[config.mk]
export PLATFORM = sky130hd
export DESIGN_NAME = jump_load_core
export DESIGN_NICKNAME = d
export VERILOG_FILES = /design/src/pkg/jl_pkg.sv /design/src/pkg/mem_if.sv /design/src/rtl/mem_mux.sv /design/src/rtl/jump_load_core.sv
export SDC_FILE = /design/constraint.sdc
export NUM_CORES = 1
export LEC_CHECK = 0
export BUFFER_PORTS_ARGS = -buffer_cell sky130_fd_sc_hd__buf_2
export CELL_PAD_IN_SITES_DETAIL_PLACEMENT = 0
export CELL_PAD_IN_SITES_GLOBAL_PLACEMENT = 1
export CORE_ASPECT_RATIO = 0.5
export CORE_UTILIZATION = 37
export CTS_BUF_LIST = sky130_fd_sc_hd__clkbuf_16
export DETAILED_ROUTE_END_ITERATION = 16
export GPL_TIMING_DRIVEN = 0
export PLACE_DENSITY = 0.78
export SETUP_SLACK_MARGIN = 0.15
export SKIP_LAST_GASP = 1
export SLEW_MARGIN = 20
export SYNTH_ARGS = -nofsm -noshare
export SYNTH_HDL_FRONTEND = slang
export SYNTH_SLANG_ARGS = --single-unit
[constraint.sdc]
create_clock -name core_clk_i -period 2.4 [get_ports core_clk_i]
set_input_delay 0 -clock core_clk_i [delete_from_list [all_inputs] [get_ports core_clk_i]]
set_output_delay 0 -clock core_clk_i [all_outputs]
set_load 0.02 [all_outputs]
[src/pkg/jl_pkg.sv]
package jl_pkg;
  // ==========================================================================
  // Opcodes of the decoded group.
  localparam logic [7:0] OP_JUMP_ZERO = 8'h43;
  localparam logic [7:0] OP_CFG_PROG = 8'h1b;
  localparam logic [7:0] OP_CFG_RAM = 8'h14;
  localparam logic [7:0] OP_FUZ_RAM = 8'h18;
  localparam logic [7:0] OP_PER_PROG_IND = 8'h16;
  // ==========================================================================
  // Cycle counts per instruction.
  localparam logic [4:0] CYC_JUMP_TAKEN = 5'd11;
  localparam logic [4:0] CYC_JUMP_FALL = 5'd10;
  localparam logic [4:0] CYC_LOAD = 5'd14;
  localparam logic [4:0] CYC_LOAD_IND = 5'd17;
  localparam logic [15:0] PC_RESET = 16'h0000;
  localparam logic [7:0] PAGE_RESET = 8'h00;
  localparam int FUZ_REGS = 8;
  typedef enum logic [1:0] {
    TGT_NONE, TGT_CFG, TGT_FUZ, TGT_PER
  } target_type;
endpackage : jl_pkg

[src/pkg/mem_if.sv]
`timescale 1ns/1ps
interface mem_if;
  logic [15:0] addr;
  logic ram_sel;
  logic [7:0] rdata;
  modport seq (output addr, output ram_sel, input rdata);
  modport mux (input addr, input ram_sel, output rdata);
endinterface : mem_if

[src/rtl/mem_mux.sv]
`timescale 1ns/1ps
// ==========================================================================
// Selects program memory or RAM read data onto one shared read path.
module mem_mux (
  mem_if.mux m,
  // Memory data.
  input wire logic [7:0] prog_rdata_i,
  input wire logic [7:0] ram_rdata_i,
  // Addresses out.
  output logic [15:0] prog_addr_o,
  output logic [7:0] ram_addr_o
);
  assign prog_addr_o = m.addr;
  assign ram_addr_o = m.addr[7:0];
  assign m.rdata = m.ram_sel ? ram_rdata_i : prog_rdata_i;
endmodule : mem_mux

[src/rtl/jump_load_core.sv]
`timescale 1ns/1ps
// Behaviour
// [RULE1] Jump when zero set, else continue.
// [RULE2] Jump takes eleven taken, ten otherwise.
// [RULE3] Jump is opcode, high then low address.
// [RULE4] Config load reads page*256 plus offset; the config RAM load reads RAM at the offset alone.
// [RULE5] Config program load: three bytes, fourteen cycles.
// [RULE6] Config RAM load copies RAM, fourteen cycles.
// [RULE7] Fuzzy load fills one of eight inputs.
// [RULE8] Fuzzy load: opcode, index, address; fourteen cycles.
// [RULE9] Peripheral load reads pointer, then program byte.
// [RULE10] Peripheral load: opcode, index, pointer; seventeen cycles.
// [RULE11] Paged loads use last selected page.
// [RULE12] Flags are never changed by this group.
module jump_load_core
  import jl_pkg::*;
(
  // Clock and reset.
  input wire logic core_clk_i,
  input wire logic srst_i,
  // Core state.
  input wire logic zero_flag_i, // RULE12
  input wire logic page_set_i,
  input wire logic [7:0] page_i,
  // Memories.
  input wire logic [7:0] prog_rdata_i,
  input wire logic [7:0] ram_rdata_i,
  output logic [15:0] prog_addr_o,
  output logic [7:0] ram_addr_o,
  // Register writes.
  output logic wr_en_o,
  output logic [1:0] wr_target_o,
  output logic [7:0] wr_index_o,
  output logic [7:0] wr_data_o,
  output logic [7:0] fuz_reg_o [FUZ_REGS],
  // Program flow.
  output logic [15:0] pc_o,
  output logic busy_o,
  output logic done_o,
  output logic illegal_o
);
  // ==========================================================================
  // Sequencer.
  typedef enum logic [2:0] {
    S_OPC, S_B1, S_B2, S_PTR, S_DATA, S_WAIT
  } state_type;
  state_type state_q;
  logic [7:0] op_q, b1_q, page_q, ptr_q;
  logic [4:0] cnt_q, cyc_q;
  logic [15:0] addr_q, pc_q;
  logic ram_sel_q;
  mem_if m ();
  assign m.addr = addr_q;
  assign m.ram_sel = ram_sel_q;
  logic [15:0] prog_addr_w;
  logic [7:0] ram_addr_w;
  mem_mux u_mux (
    .m(m),
    .prog_rdata_i(prog_rdata_i),
    .ram_rdata_i(ram_rdata_i),
    .prog_addr_o(prog_addr_w),
    .ram_addr_o(ram_addr_w)
  );

  function automatic logic [15:0] paged(input logic [7:0] pg, input logic [7:0] off);
    paged = {pg, off};
  endfunction : paged

  wire logic known_w = (m.rdata == OP_JUMP_ZERO) || (m.rdata == OP_CFG_PROG) ||
    (m.rdata == OP_CFG_RAM) || (m.rdata == OP_FUZ_RAM) || (m.rdata == OP_PER_PROG_IND);
  wire logic is_jump_w = op_q == OP_JUMP_ZERO;
  wire logic take_w = is_jump_w && zero_flag_i; // RULE1
  wire logic [15:0] target_w = {b1_q, m.rdata}; // RULE3
  wire logic [4:0] need_w = is_jump_w ? (take_w ? CYC_JUMP_TAKEN : CYC_JUMP_FALL) // RULE2
    : (op_q == OP_PER_PROG_IND) ? CYC_LOAD_IND : CYC_LOAD; // RULE5 RULE6 RULE8 RULE10
  wire target_type tgt_w = (op_q == OP_FUZ_RAM) ? TGT_FUZ : // RULE7
    (op_q == OP_PER_PROG_IND) ? TGT_PER : TGT_CFG;
  wire logic src_prog_w = (op_q == OP_CFG_PROG); // RULE4
  wire logic [15:0] src_addr_w = src_prog_w ? paged(page_q, m.rdata) : {8'h00, m.rdata};

  // Page register tracks the separate page-select instruction.
  always_ff @(posedge core_clk_i) begin
    if (srst_i) begin
      page_q <= PAGE_RESET;
    end else if (page_set_i) begin
      page_q <= page_i; // RULE11
    end
  end

  always_ff @(posedge core_clk_i) begin
    if (srst_i) begin
      state_q <= S_OPC;
      op_q <= 8'h00;
      b1_q <= 8'h00;
      ptr_q <= 8'h00;
      cnt_q <= 5'd0;
      cyc_q <= 5'd0;
      pc_q <= PC_RESET;
      addr_q <= PC_RESET;
      ram_sel_q <= 1'b0;
      wr_en_o <= 1'b0;
      wr_target_o <= TGT_NONE;
      wr_index_o <= 8'h00;
      wr_data_o <= 8'h00;
      done_o <= 1'b0;
      illegal_o <= 1'b0;
      busy_o <= 1'b0;
    end else begin
      wr_en_o <= 1'b0;
      done_o <= 1'b0;
      illegal_o <= 1'b0;
      cnt_q <= cnt_q + 5'd1;
      unique case (state_q)
        S_OPC: begin
          cnt_q <= 5'd1;
          if (known_w) begin
            op_q <= m.rdata;
            busy_o <= 1'b1;
            addr_q <= pc_q + 16'd1;
            state_q <= S_B1;
          end else begin
            illegal_o <= 1'b1;
            pc_q <= pc_q + 16'd1;
            addr_q <= pc_q + 16'd1;
          end
        end
        S_B1: begin
          b1_q <= m.rdata;
          addr_q <= pc_q + 16'd2;
          state_q <= S_B2;
        end
        S_B2: begin
          cyc_q <= need_w;
          if (is_jump_w) begin
            pc_q <= take_w ? target_w : pc_q + 16'd3; // RULE1
            state_q <= S_WAIT;
          end else begin
            pc_q <= pc_q + 16'd3;
            addr_q <= src_addr_w;
            ram_sel_q <= !src_prog_w;
            state_q <= (op_q == OP_PER_PROG_IND) ? S_PTR : S_DATA;
          end
        end
        S_PTR: begin
          ptr_q <= m.rdata;
          addr_q <= paged(page_q, m.rdata); // RULE9 RULE11
          ram_sel_q <= 1'b0;
          state_q <= S_DATA;
        end
        S_DATA: begin
          wr_en_o <= 1'b1;
          wr_target_o <= tgt_w;
          wr_index_o <= b1_q;
          wr_data_o <= m.rdata;
          ram_sel_q <= 1'b0;
          state_q <= S_WAIT;
        end
        S_WAIT: begin
          addr_q <= pc_q;
          if (cnt_q >= cyc_q - 5'd1) begin
            done_o <= 1'b1;
            busy_o <= 1'b0;
            state_q <= S_OPC;
          end
        end
      endcase
    end
  end

  // Fuzzy input bank; entry n feeds fuzzy variable n+1.
  always_ff @(posedge core_clk_i) begin
    if (srst_i) begin
      for (int i = 0; i < FUZ_REGS; i++) fuz_reg_o[i] <= 8'h00;
    end else if (state_q == S_DATA && tgt_w == TGT_FUZ && b1_q < 8'(FUZ_REGS)) begin
      fuz_reg_o[b1_q[2:0]] <= m.rdata; // RULE7
    end
  end

  // The memories answer combinationally, so the address leaves its flop directly.
  // A registered copy would make every read return the byte of the cycle before.
  assign prog_addr_o = prog_addr_w;
  assign ram_addr_o = ram_addr_w;
  assign pc_o = pc_q;

  // ==========================================================================
  // Checks. The flags are inputs only, so this group cannot alter them.
  logic [4:0] len_q;
  always_ff @(posedge core_clk_i) begin
    if (srst_i || done_o) len_q <= 5'd0;
    else if (busy_o) len_q <= len_q + 5'd1;
  end
  jump_taken_a: assert property (@(posedge core_clk_i) disable iff (srst_i) // RULE1
    state_q == S_B2 && is_jump_w && zero_flag_i |=> pc_q == $past(target_w))
    else $error("taken jump did not load target");
  jump_fall_a: assert property (@(posedge core_clk_i) disable iff (srst_i) // RULE1
    state_q == S_B2 && is_jump_w && !zero_flag_i |=> pc_q == $past(pc_q) + 16'd3)
    else $error("fall-through pc wrong");
  jump_len_a: assert property (@(posedge core_clk_i) disable iff (srst_i) // RULE2
    done_o && is_jump_w |-> len_q == cyc_q - 5'd1)
    else $error("jump cycle count wrong");
  jump_decode_a: assert property (@(posedge core_clk_i) disable iff (srst_i) // RULE3
    state_q == S_OPC && m.rdata == OP_JUMP_ZERO |=> busy_o && op_q == OP_JUMP_ZERO)
    else $error("jump opcode not decoded");
  cfg_page_a: assert property (@(posedge core_clk_i) disable iff (srst_i) // RULE4
    state_q == S_B2 && op_q == OP_CFG_PROG |=> addr_q == {$past(page_q), $past(m.rdata)})
    else $error("paged address wrong");
  load_len_a: assert property (@(posedge core_clk_i) disable iff (srst_i) // RULE5
    done_o && op_q != OP_JUMP_ZERO && op_q != OP_PER_PROG_IND |-> len_q == 5'd13)
    else $error("load cycle count wrong");
  fuz_len_a: assert property (@(posedge core_clk_i) disable iff (srst_i) // RULE8
    done_o && op_q == OP_FUZ_RAM |-> len_q == CYC_LOAD - 5'd1)
    else $error("fuzzy load cycle count wrong");
  cfg_ram_a: assert property (@(posedge core_clk_i) disable iff (srst_i) // RULE6
    state_q == S_B2 && op_q == OP_CFG_RAM |=> ram_sel_q ##1 wr_en_o && wr_target_o == TGT_CFG)
    else $error("ram config load wrong");
  fuz_write_a: assert property (@(posedge core_clk_i) disable iff (srst_i) // RULE7
    state_q == S_DATA && op_q == OP_FUZ_RAM && b1_q < 8'd8 |=>
    fuz_reg_o[b1_q[2:0]] == $past(m.rdata))
    else $error("fuzzy input not written");
  per_ind_a: assert property (@(posedge core_clk_i) disable iff (srst_i) // RULE9
    state_q == S_PTR |=> addr_q == {page_q, ptr_q} && !ram_sel_q)
    else $error("indirect address wrong");
  ind_len_a: assert property (@(posedge core_clk_i) disable iff (srst_i) // RULE10
    done_o && op_q == OP_PER_PROG_IND |-> len_q == 5'd16)
    else $error("indirect load cycle count wrong");
  jump_cov_c: cover property (@(posedge core_clk_i) done_o && take_w);
  fall_cov_c: cover property (@(posedge core_clk_i) done_o && is_jump_w && !zero_flag_i);
  ind_cov_c: cover property (@(posedge core_clk_i) wr_en_o && wr_target_o == TGT_PER);
  fuz_cov_c: cover property (@(posedge core_clk_i) wr_en_o && wr_target_o == TGT_FUZ);
  cfg_cov_c: cover property (@(posedge core_clk_i) wr_en_o && wr_target_o == TGT_CFG);
endmodule : jump_load_core

==> impl_metrics.json, run 1 <==
{
  "status": "completed",
  "grt_util_met1": 0.360,
  "worstSetupEndpointType": "flip-flop",
  "pre_cts_ws_ns": -0.307,
  "regToRegStartpoint": "m.ram_sel",
  "cts_tree": "yes",
  "busiest_layer": "met2",
  "final.fill_count": 1925,
  "post-route-period-util": 0.953,
  "grt_pass1_wl_um": 42000,
  "cp_cell_sequence": "buf_6, mux2_2, nand4_1, o311a_1, buf_6, o21ai_2, or4_1, a31oi_1",
  "grt_max_degree": 17,
  "grt_use_met2": 0.393,
  "fin_ws_ns": 0.112,
  "diodes": 0,
  "power.leakage_nw": 4.15,
  "seq_area_frac_synth": 0.404,
  "cts-root-buf": "clkbuf_16",
  "r2r-end": "pc_o[5]",
  "grt_usage": 0.257,
  "finalSetupViolCount": 0,
  "slew_headroom": 0.396,
  "hp-class": "in -> reg",
  "portBuffers": 152,
  "critPathMaxFanout": 8,
  "grt_pass1_vias": 7207,
  "drt-vias-per-instance": 5.54,
  "ys_async_sr_fraction": 0,
  "dieWidth_um": 206,
  "core_area_um2": 19900,
  "clockBufferDepth": 2,
  "ir_drop_mv": 0.461,
  "startpoint": "m.ram_sel",
  "finClkSkew_ns": 0.0117,
  "routed_wl_um": 28000,
  "clock_sink_count": 155,
  "die-area_um2": 21400,
  "cts_buffers": 17,
  "drc": 0,
  "final_common_cell": "buf_2",
  "ant_nets": 0,
  "seq_area_um2": 3110,
  "met3_usage": 0.0611,
  "drive_gt1_frac": 0.315,
  "ys_warn_count": 0,
  "synth_flop_cell": "dfxtp_1",
  "synth_top_area_frac": 0.404,
  "path_depth": 8,
  "hold_viol_final": 0,
  "critical_path.top_delay_family": "simple AND/OR/NAND/NOR gates",
  "route.vias.total": 7862,
  "tightest_slew_ns": 0.906,
  "boundaryPins": 154,
  "dpl-instance-area_um2": 8800,
  "yosys_register_bits": 155,
  "synth.area.top_cells": "dfxtp_1, a211oi_1, nor2_1",
  "synth-edff-count": 0,
  "drt_iter0_markers": 714,
  "netlist_area_um2": 7680,
  "utilization": 0.518,
  "routedWlPerCell_um": 19.7,
  "synthToLayoutAreaGrowth_pct": 34.3,
  "r2r_slack_ns": 0.11,
  "finalInstanceArea_um2": 10300,
  "final_max_slew_viol_count": 0,
  "path_clk_slew_ns": 0.07,
  "mostFrequentLayoutCells": "buf_2, dfxtp_1, nor2_1",
  "slowest_delay_ns": 0.56,
  "worstSkewPairLatency_ns": 0.43,
  "antenna_found_initial": 1,
  "place.gp.congestion": 0.934,
  "rr_worst_depth": 8,
  "syn_area_per_cell_um2": 8.41,
  "power_density_nw_per_um2": 586,
  "path_class": "reg -> reg",
  "finalSetupTns_ns": 0,
  "fmaxAchievable_mhz": 437,
  "rows": 36,
  "crit_arrival_ns": 2.64,
  "endpoint": "pc_o[5]",
  "crit_top_cell": "buf_6",
  "critPathSlowestCell": "or4_1",
  "required_ns": 2.75,
  "grt.overflow.total": 0,
  "dp_hpwl_um": 19500,
  "fp.dieH_um": 104,
  "yosysTopAreaCell": "dfxtp_1",
  "rsz0062_at_grt": "true",
  "start_kind": "flip-flop",
  "initial_core_util": 0.386,
  "firstDrtPassIters": 6,
  "maxCapViolCount": 0,
  "nets": 1179,
  "htree_levels": 4,
  "multi_input_area_um2": 4400,
  "layout_min_cycle_time_ns": 2.29,
  "synth_nets": 953,
  "syn_inst": 914,
  "synth_cell_types": 75,
  "crit_buf_inv": 2
}
-- power breakdown --
part	leakage (nW)	internal (W)	switching [W]
Sequential	1.25	0.00261	0.0000413
Combinational	2.59	0.000165	0.000302
Clock	0.304	0.00168	0.00125
Total	4.15	0.00445	0.00159
-- cell type report --
type                            count  area share
Buffer                             90      0.0515
Clock buffer                       17      0.0412
Multi-Input combinational cell    650       0.427
Tap cell                          266      0.0323
Inverter                           19     0.00740
Timing Repair Buffer              207       0.120
Sequential cell                   155       0.302
Clock inverter                     15      0.0195
-- worst min path at each step --
stage	startpoint	end	depth (start not counted)
4_1_cts	ram_rdata_i[3]	fuz_reg_o[11]	3
3_3_place_gp	page_i[1]	page_q[1]	3
6_report	prog_rdata_i[3]	fuz_reg_o[11]	3
3_5_place_dp	page_i[1]	page_q[1]	3
2_1_floorplan	page_i[0]	page_q[0]	2
5_1_grt	prog_rdata_i[3]	fuz_reg_o[11]	3
-- cells by family (layout without fill, tap and decap cells) --
| family | Yosys count | after routing | share of synthesized area |
|---|---|---|---|
| flip-flops | 155 | 155 | 0.404 |
| AO/OA/AOI/OAI | 252 | 252 | 0.229 |
| XOR/XNOR | 34 | 34 | 0.0388 |
| adder cells (fa/ha/maj) | 11 | 11 | 0.0179 |
| AND/OR/NAND/NOR | 330 | 330 | 0.215 |
| multiplexers | 23 | 23 | 0.0306 |
| buffers and inverters | 109 | 348 | 0.0645 |
-- synthesized netlist by cell type (4+ instances only) --
library cell	number
a31oi_1	4
nor4_1	10
xnor2_1	17
dfxtp_1	155
a211oi_2	4
buf_2	6
buf_4	15
xor2_1	17
nor2_1	137
a221o_1	6
buf_1	4
nand2_1	69
or4_1	4
clkbuf_1	62
nand3_1	17
mux2i_1	19
a22oi_1	6
nand2b_1	9
a211oi_1	94
nand4_1	10
a21oi_1	57
o21ai_0	24
mux2_2	4
ha_1	11
inv_1	18
o211ai_1	11
a311oi_1	4
and3_1	7
nor3_1	29
nor2_4	6
o22ai_1	7
-- worst reg2reg max path: stages (launching register included) --
cell	delay, ns
dfxtp_1	0.34
buf_6	0.15
mux2_2	0.39
nand4_1	0.11
o311a_1	0.18
buf_6	0.16
o21ai_2	0.15
or4_1	0.57
a31oi_1	0.16
-- routing by layer --
layer	share of wire	up-vias
li1	-	3759
met1	0.46	3716
met2	0.44	347
met3	0.081	40
met4	0.015	0
met5	0	-
-- stage by stage --
step / total power, W / hold slack, ns / cells
after floorplan: 0.00294 / 0.147 / 914
after global placement: 0.00310 / 0.246 / 1332
after detailed placement: 0.00311 / 0.246 / 1332
after CTS: 0.00602 / 0.0564 / 1389
after global routing: 0.00621 / 0.0839 / 1419
final: 0.00604 / 0.0492 / 1419
-- registers in the layout, summed over array words and instances, names as in the netlist --
register and flops:
op_q 8, cnt_q 5, fuz_reg_o 64, done_o 1, wr_data_o 8, illegal_o 1
wr_en_o 1, b1_q 8, wr_index_o 8, m.ram_sel 1, pc_o 16, state_q 3
page_q 8, cyc_q 4, busy_o 1, wr_target_o 2, addr_q 16
-- what timing repair did --
action	in CTS	in global routing
gates cloned	0	3
buffers inserted	16	27
setup endpoints to repair	138	90
resized for setup	52	76
hold buffers	9	0
pin swaps	7	22
endpoints found under the hold margin	9	0
Note: power is estimated with default switching activity, not from simulation.
==> run 2: changes to the inputs <==
- clock period: 2.4 -> 2.05 ns (I/O delays scaled with it)
==> impl_metrics.json, run 2 (synthesis results as in run 1) <==
{
  "p_seq_frac": 0.440,
  "grt_pass1_vias": 7837,
  "worstSkewPairLatency_ns": 0.44,
  "finClkSkew_ns": 0.0157,
  "switching_share": 0.270,
  "required_ns": 2.34,
  "dp_hpwl_um": 20400,
  "fin_ws_ns": -0.168,
  "cts_tree": "yes",
  "largest_register_ffs": 64,
  "grt_max_degree": 17,
  "die-area_um2": 21400,
  "switchingPower_w": 0.00190,
  "comb_power_share": 0.098,
  "start_kind": "flip-flop",
  "status": "complete, but fails checks",
  "finalSetupTns_ns": -5.44,
  "antenna_found_initial": 0,
  "slew_headroom": 0.450,
  "route.vias.total": 8358,
  "dpl-instance-area_um2": 9000,
  "drive_gt1_frac": 0.492,
  "maxCapViolCount": 0,
  "ir_drop_mv": 0.482,
  "worstSetupEndpointType": "flip-flop",
  "critPathMaxFanout": 8,
  "nets": 1237,
  "firstDrtPassIters": 7,
  "rows": 36,
  "drc": 0,
  "critPathSlowestCell": "o311a_1",
  "core_area_um2": 19900,
  "finalInstanceArea_um2": 11900,
  "path_clk_slew_ns": 0.07,
  "crit_top_cell": "buf_12",
  "drt_iter0_markers": 612,
  "mostFrequentLayoutCells": "buf_2, dfxtp_1, nor2_1",
  "fmaxAchievable_mhz": 451,
  "cts-root-buf": "clkbuf_16",
  "boundaryPins": 154,
  "fp.dieH_um": 104,
  "layout_min_cycle_time_ns": 2.22,
  "grt.overflow.total": 0,
  "power_density_nw_per_um2": 592,
  "final_max_slew_viol_count": 0,
  "drt-vias-per-instance": 5.66,
  "pwr-share-clk": 0.462,
  "post-route-period-util": 1.08,
  "r2r_slack_ns": -0.17,
  "power.internal_w": 0.00513,
  "synthToLayoutAreaGrowth_pct": 54.6,
  "cp_cell_sequence": "buf_12, mux2_4, o311a_1, buf_6, o311ai_4, buf_12, mux2i_2, nor4_2",
  "path_class": "reg -> reg",
  "regMostFlops": "fuz_reg_o",
  "tightest_slew_ns": 0.825,
  "crit_arrival_ns": 2.51,
  "grt_pass1_wl_um": 46100,
  "cts_buffers": 17,
  "portBuffers": 152,
  "dieWidth_um": 206,
  "ant_nets": 0,
  "violations": "negative setup slack",
  "htree_levels": 4,
  "hp-class": "in -> reg",
  "final.fill_count": 1780,
  "finalSetupViolCount": 71,
  "final_common_cell": "buf_2",
  "clockBufferDepth": 2,
  "routedWlPerCell_um": 20.7,
  "utilization": 0.597,
  "place.gp.congestion": 0.921,
  "slowest_delay_ns": 0.37,
  "power.leakage_nw": 4.85,
  "grt_usage": 0.280,
  "hold_viol_final": 0,
  "initial_core_util": 0.386,
  "hold_slack_ns": 0.106,
  "rsz0062_at_grt": "true",
  "diodes": 0,
  "clock_sink_count": 155,
  "routed_wl_um": 30500
}
-- run 2: cell count changes in the layout (fill, tap and decap cells not counted), sizes merged --
| cell | delta |
|---|---|
| clkinv | +2 |
| clkbuf | -10 |
| bufinv | -1 |
| buf | +68 |
| clkinvlp | -1 |
| inv | -1 |
-- run 2: final cells by class --
cell class	count	area, um^2	share of cell area
clock buffer	17	425	0.0358
clock inverter	14	158	0.0133
inverter	19	78.8	0.00664
multi-input combinational	650	5190	0.437
buffer	90	693	0.0583
tap	266	333	0.0280
sequential	155	3140	0.264
timing repair buffer	265	1860	0.157
-- run 2: critical path: cells and delay by family, from the launching register on --
kind                   cells  cell delay [ns]
and+or+nand+nor            1             0.06
AOI/OAI and AO/OA          2             0.70
DFF                        1             0.34
muxes                      2             0.51
buffers and inverters      3             0.44
-- run 2: worst paths after layout --
| check | from | end | cells past startpoint |
|---|---|---|---|
| min reg2reg | addr_q[11] | addr_q[11] | 2 |
| max reg2reg | m.ram_sel | pc_o[10] | 8 |
| max | m.ram_sel | pc_o[10] | 8 |
| min | ram_rdata_i[0] | pc_o[0] | 4 |
-- run 2: power by group through the flow --
| stage | Sequential (W) | Clock [W] | Combinational [W] |
|---|---|---|---|
| 2_1_floorplan | 0.00318 | 0 | 0.000277 |
| 5_1_grt | 0.00310 | 0.00339 | 0.000727 |
| 3_5_place_dp | 0.00317 | 0 | 0.000491 |
| 6_report | 0.00310 | 0.00325 | 0.000690 |
| 3_3_place_gp | 0.00317 | 0 | 0.000488 |
| 4_1_cts | 0.00309 | 0.00326 | 0.000608 |
-- run 2: timing repair --
| item | in CTS | in global routing |
|---|---|---|
| endpoints found under the hold margin | 10 | 0 |
| buffers inserted | 58 | 38 |
| resized for setup | 215 | 162 |
| hold buffers | 9 | 0 |
| pin swaps | 84 | 68 |
| setup endpoints to repair | 140 | 143 |
| gates cloned | 6 | 2 |
-- run 2: stage by stage --
step	std cells	worst slack (ns)	power, W
5_1_grt	1476	-0.212	0.00721
4_1_cts	1436	-0.155	0.00696
6_report	1476	-0.168	0.00703
2_1_floorplan	914	-0.0679	0.00345
3_5_place_dp	1332	-0.742	0.00366
3_3_place_gp	1332	-0.756	0.00365
-- run 2: layer usage --
metal / global-route usage / vias to the layer above / share of wire
li1: - / 3887 / -
met1: 0.403 / 4057 / 0.46
met2: 0.419 / 367 / 0.43
met3: 0.0645 / 47 / 0.088
met4: 0.0683 / 0 / 0.017
met5: 0 / - / 0
==> run 3: changes to the inputs <==
- RECOVER_POWER: not set -> 50
- SLEW_MARGIN: 20 -> not set
- TNS_END_PERCENT: not set -> 10
==> impl_metrics.json, run 3 (synthesis results as in run 1) <==
{
  "routed_wl_um": 28000,
  "endpoint": "pc_o[10]",
  "portBuffers": 152,
  "slew_headroom": 0.463,
  "rr_worst_depth": 10,
  "pwr-share-clk": 0.465,
  "ir_drop_mv": 0.539,
  "hold_viol_final": 0,
  "nets": 1188,
  "worstSkewPairLatency_ns": 0.44,
  "clockBufferDepth": 2,
  "p_seq_frac": 0.454,
  "route.vias.total": 7959,
  "utilization": 0.525,
  "post-route-period-util": 1.09,
  "fmaxAchievable_mhz": 447,
  "final_max_slew_viol_count": 0,
  "dieWidth_um": 206,
  "violations": "negative setup slack",
  "grt_pass1_wl_um": 43600,
  "finalSetupViolCount": 81,
  "drt-vias-per-instance": 5.57,
  "grt_max_degree": 18,
  "cts-root-buf": "clkbuf_16",
  "status": "complete, but fails checks",
  "clock_sink_count": 155,
  "regMostFlops": "fuz_reg_o",
  "fp.dieH_um": 104,
  "rsz0062_at_grt": "true",
  "maxCapViolCount": 0,
  "power.leakage_nw": 3.94,
  "rows": 36,
  "mostFrequentLayoutCells": "dfxtp_1, nor2_1, clkbuf_1",
  "startpoint": "m.ram_sel",
  "cts_tree": "yes",
  "grt_pass1_vias": 7509,
  "regToRegStartpoint": "m.ram_sel",
  "drc": 0,
  "grt_usage": 0.264,
  "cts_buffers": 17,
  "htree_levels": 4,
  "routedWlPerCell_um": 19.6,
  "core_area_um2": 19900,
  "die-area_um2": 21400,
  "critPathMaxFanout": 8,
  "firstDrtPassIters": 6,
  "final.fill_count": 1975,
  "tightest_slew_ns": 0.805,
  "fin_ws_ns": -0.186,
  "r2r-end": "pc_o[10]",
  "crit_arrival_ns": 2.53,
  "dp_hpwl_um": 19500,
  "largest_register_ffs": 64,
  "boundaryPins": 154,
  "layout_min_cycle_time_ns": 2.24,
  "r2r_slack_ns": -0.19,
  "diodes": 0,
  "synthToLayoutAreaGrowth_pct": 36.0,
  "final_common_cell": "dfxtp_1",
  "switchingPower_w": 0.00194,
  "power.internal_w": 0.00487,
  "hp-class": "in -> reg",
  "switching_share": 0.285,
  "start_kind": "flip-flop",
  "finClkSkew_ns": 0.0135,
  "initial_core_util": 0.386,
  "grt.overflow.total": 0,
  "required_ns": 2.35,
  "place.gp.congestion": 0.924,
  "comb_power_share": 0.080,
  "antenna_found_initial": 0,
  "drive_gt1_frac": 0.269,
  "path_class": "reg -> reg",
  "ant_nets": 0,
  "power_density_nw_per_um2": 651,
  "path_clk_slew_ns": 0.08,
  "worstSetupEndpointType": "flip-flop",
  "drt_iter0_markers": 648,
  "pre_cts_ws_ns": -0.594
}
-- run 3: changes by cell type in the layout (fill, tap and decap cells not counted), moves of 9 or more --
cell      before  now
nor2_1       101  125
nor2_4        16    7
clkbuf_1      15  108
a211oi_2      62   13
buf_6         41   23
nor2_2        26   11
buf_2        157   73
a21oi_1       47   57
a21oi_2       10    0
buf_4         80   46
a211oi_1      36   85
-- run 3: cell type report --
| cell class | instances | area (um^2) | area share |
|---|---|---|---|
| plain buffers | 89 | 584 | 0.0559 |
| clock buffers | 17 | 425 | 0.0407 |
| clock inverters | 15 | 154 | 0.0147 |
| inverters | 19 | 76.3 | 0.00730 |
| multi-input cells | 650 | 4450 | 0.425 |
| flip-flops and latches | 155 | 3130 | 0.300 |
| well taps | 266 | 333 | 0.0318 |
| repair buffers | 217 | 1300 | 0.125 |
-- run 3: stage by stage --
stage	hold slack (ns)	TNS, ns	power [W]	std cells	cell area (um^2)
floorplan	0.147	-0.803	0.00345	914	7820
global placement	0.246	-40.05	0.00363	1332	8910
detailed placement	0.244	-42.62	0.00364	1332	8910
CTS	0.0494	-7.20	0.00683	1414	10300
global route	0.0425	-16.05	0.00701	1428	10500
finish	0.0300	-5.81	0.00681	1428	10500
-- run 3: how the worst min path moves through the flow --
stage / cells past startpoint / slack [ns] / end / from
final: 3 / 0.03 / fuz_reg_o[11] / prog_rdata_i[3]
after global routing: 3 / 0.04 / fuz_reg_o[11] / ram_rdata_i[3]
after CTS: 3 / 0.05 / fuz_reg_o[11] / ram_rdata_i[3]
after detailed placement: 3 / 0.24 / page_q[3] / page_i[3]
after global placement: 3 / 0.25 / page_q[1] / page_i[1]
after floorplan: 2 / 0.15 / page_q[0] / page_i[0]
-- run 3: worst max-delay path: stages, from the launching register on --
cell and delay [ns]:
dfxtp_2 0.34, buf_6 0.14, buf_12 0.12, buf_12 0.10
mux2i_4 0.22, nand4_1 0.10, o311a_1 0.15, buf_6 0.16
o311ai_4 0.38, mux2i_1 0.30, nor4_2 0.07
-- run 3: metal layers --
layer  up-vias  part of all wire  track usage
li1       3782                 -            -
met1      3798              0.46        0.376
met2       346              0.44        0.401
met3        33             0.082       0.0598
met4         0             0.013       0.0599
met5         -                 0            0
-- run 3: timing repair --
item	in CTS	in global routing
gates cloned	3	3
endpoints found under the setup margin	140	140
endpoints found under the hold margin	10	0
gates resized for setup	102	36
setup buffers	39	11
pin swaps	32	19
hold buffers	9	0
-- run 3: power groups by stage --
stage	Sequential (W)	Clock (W)	Combinational (W)
after floorplan	0.00318	0	0.000270
after global placement	0.00316	0	0.000471
after detailed placement	0.00317	0	0.000475
after CTS	0.00310	0.00320	0.000536
after global routing	0.00310	0.00332	0.000585
final	0.00309	0.00317	0.000545
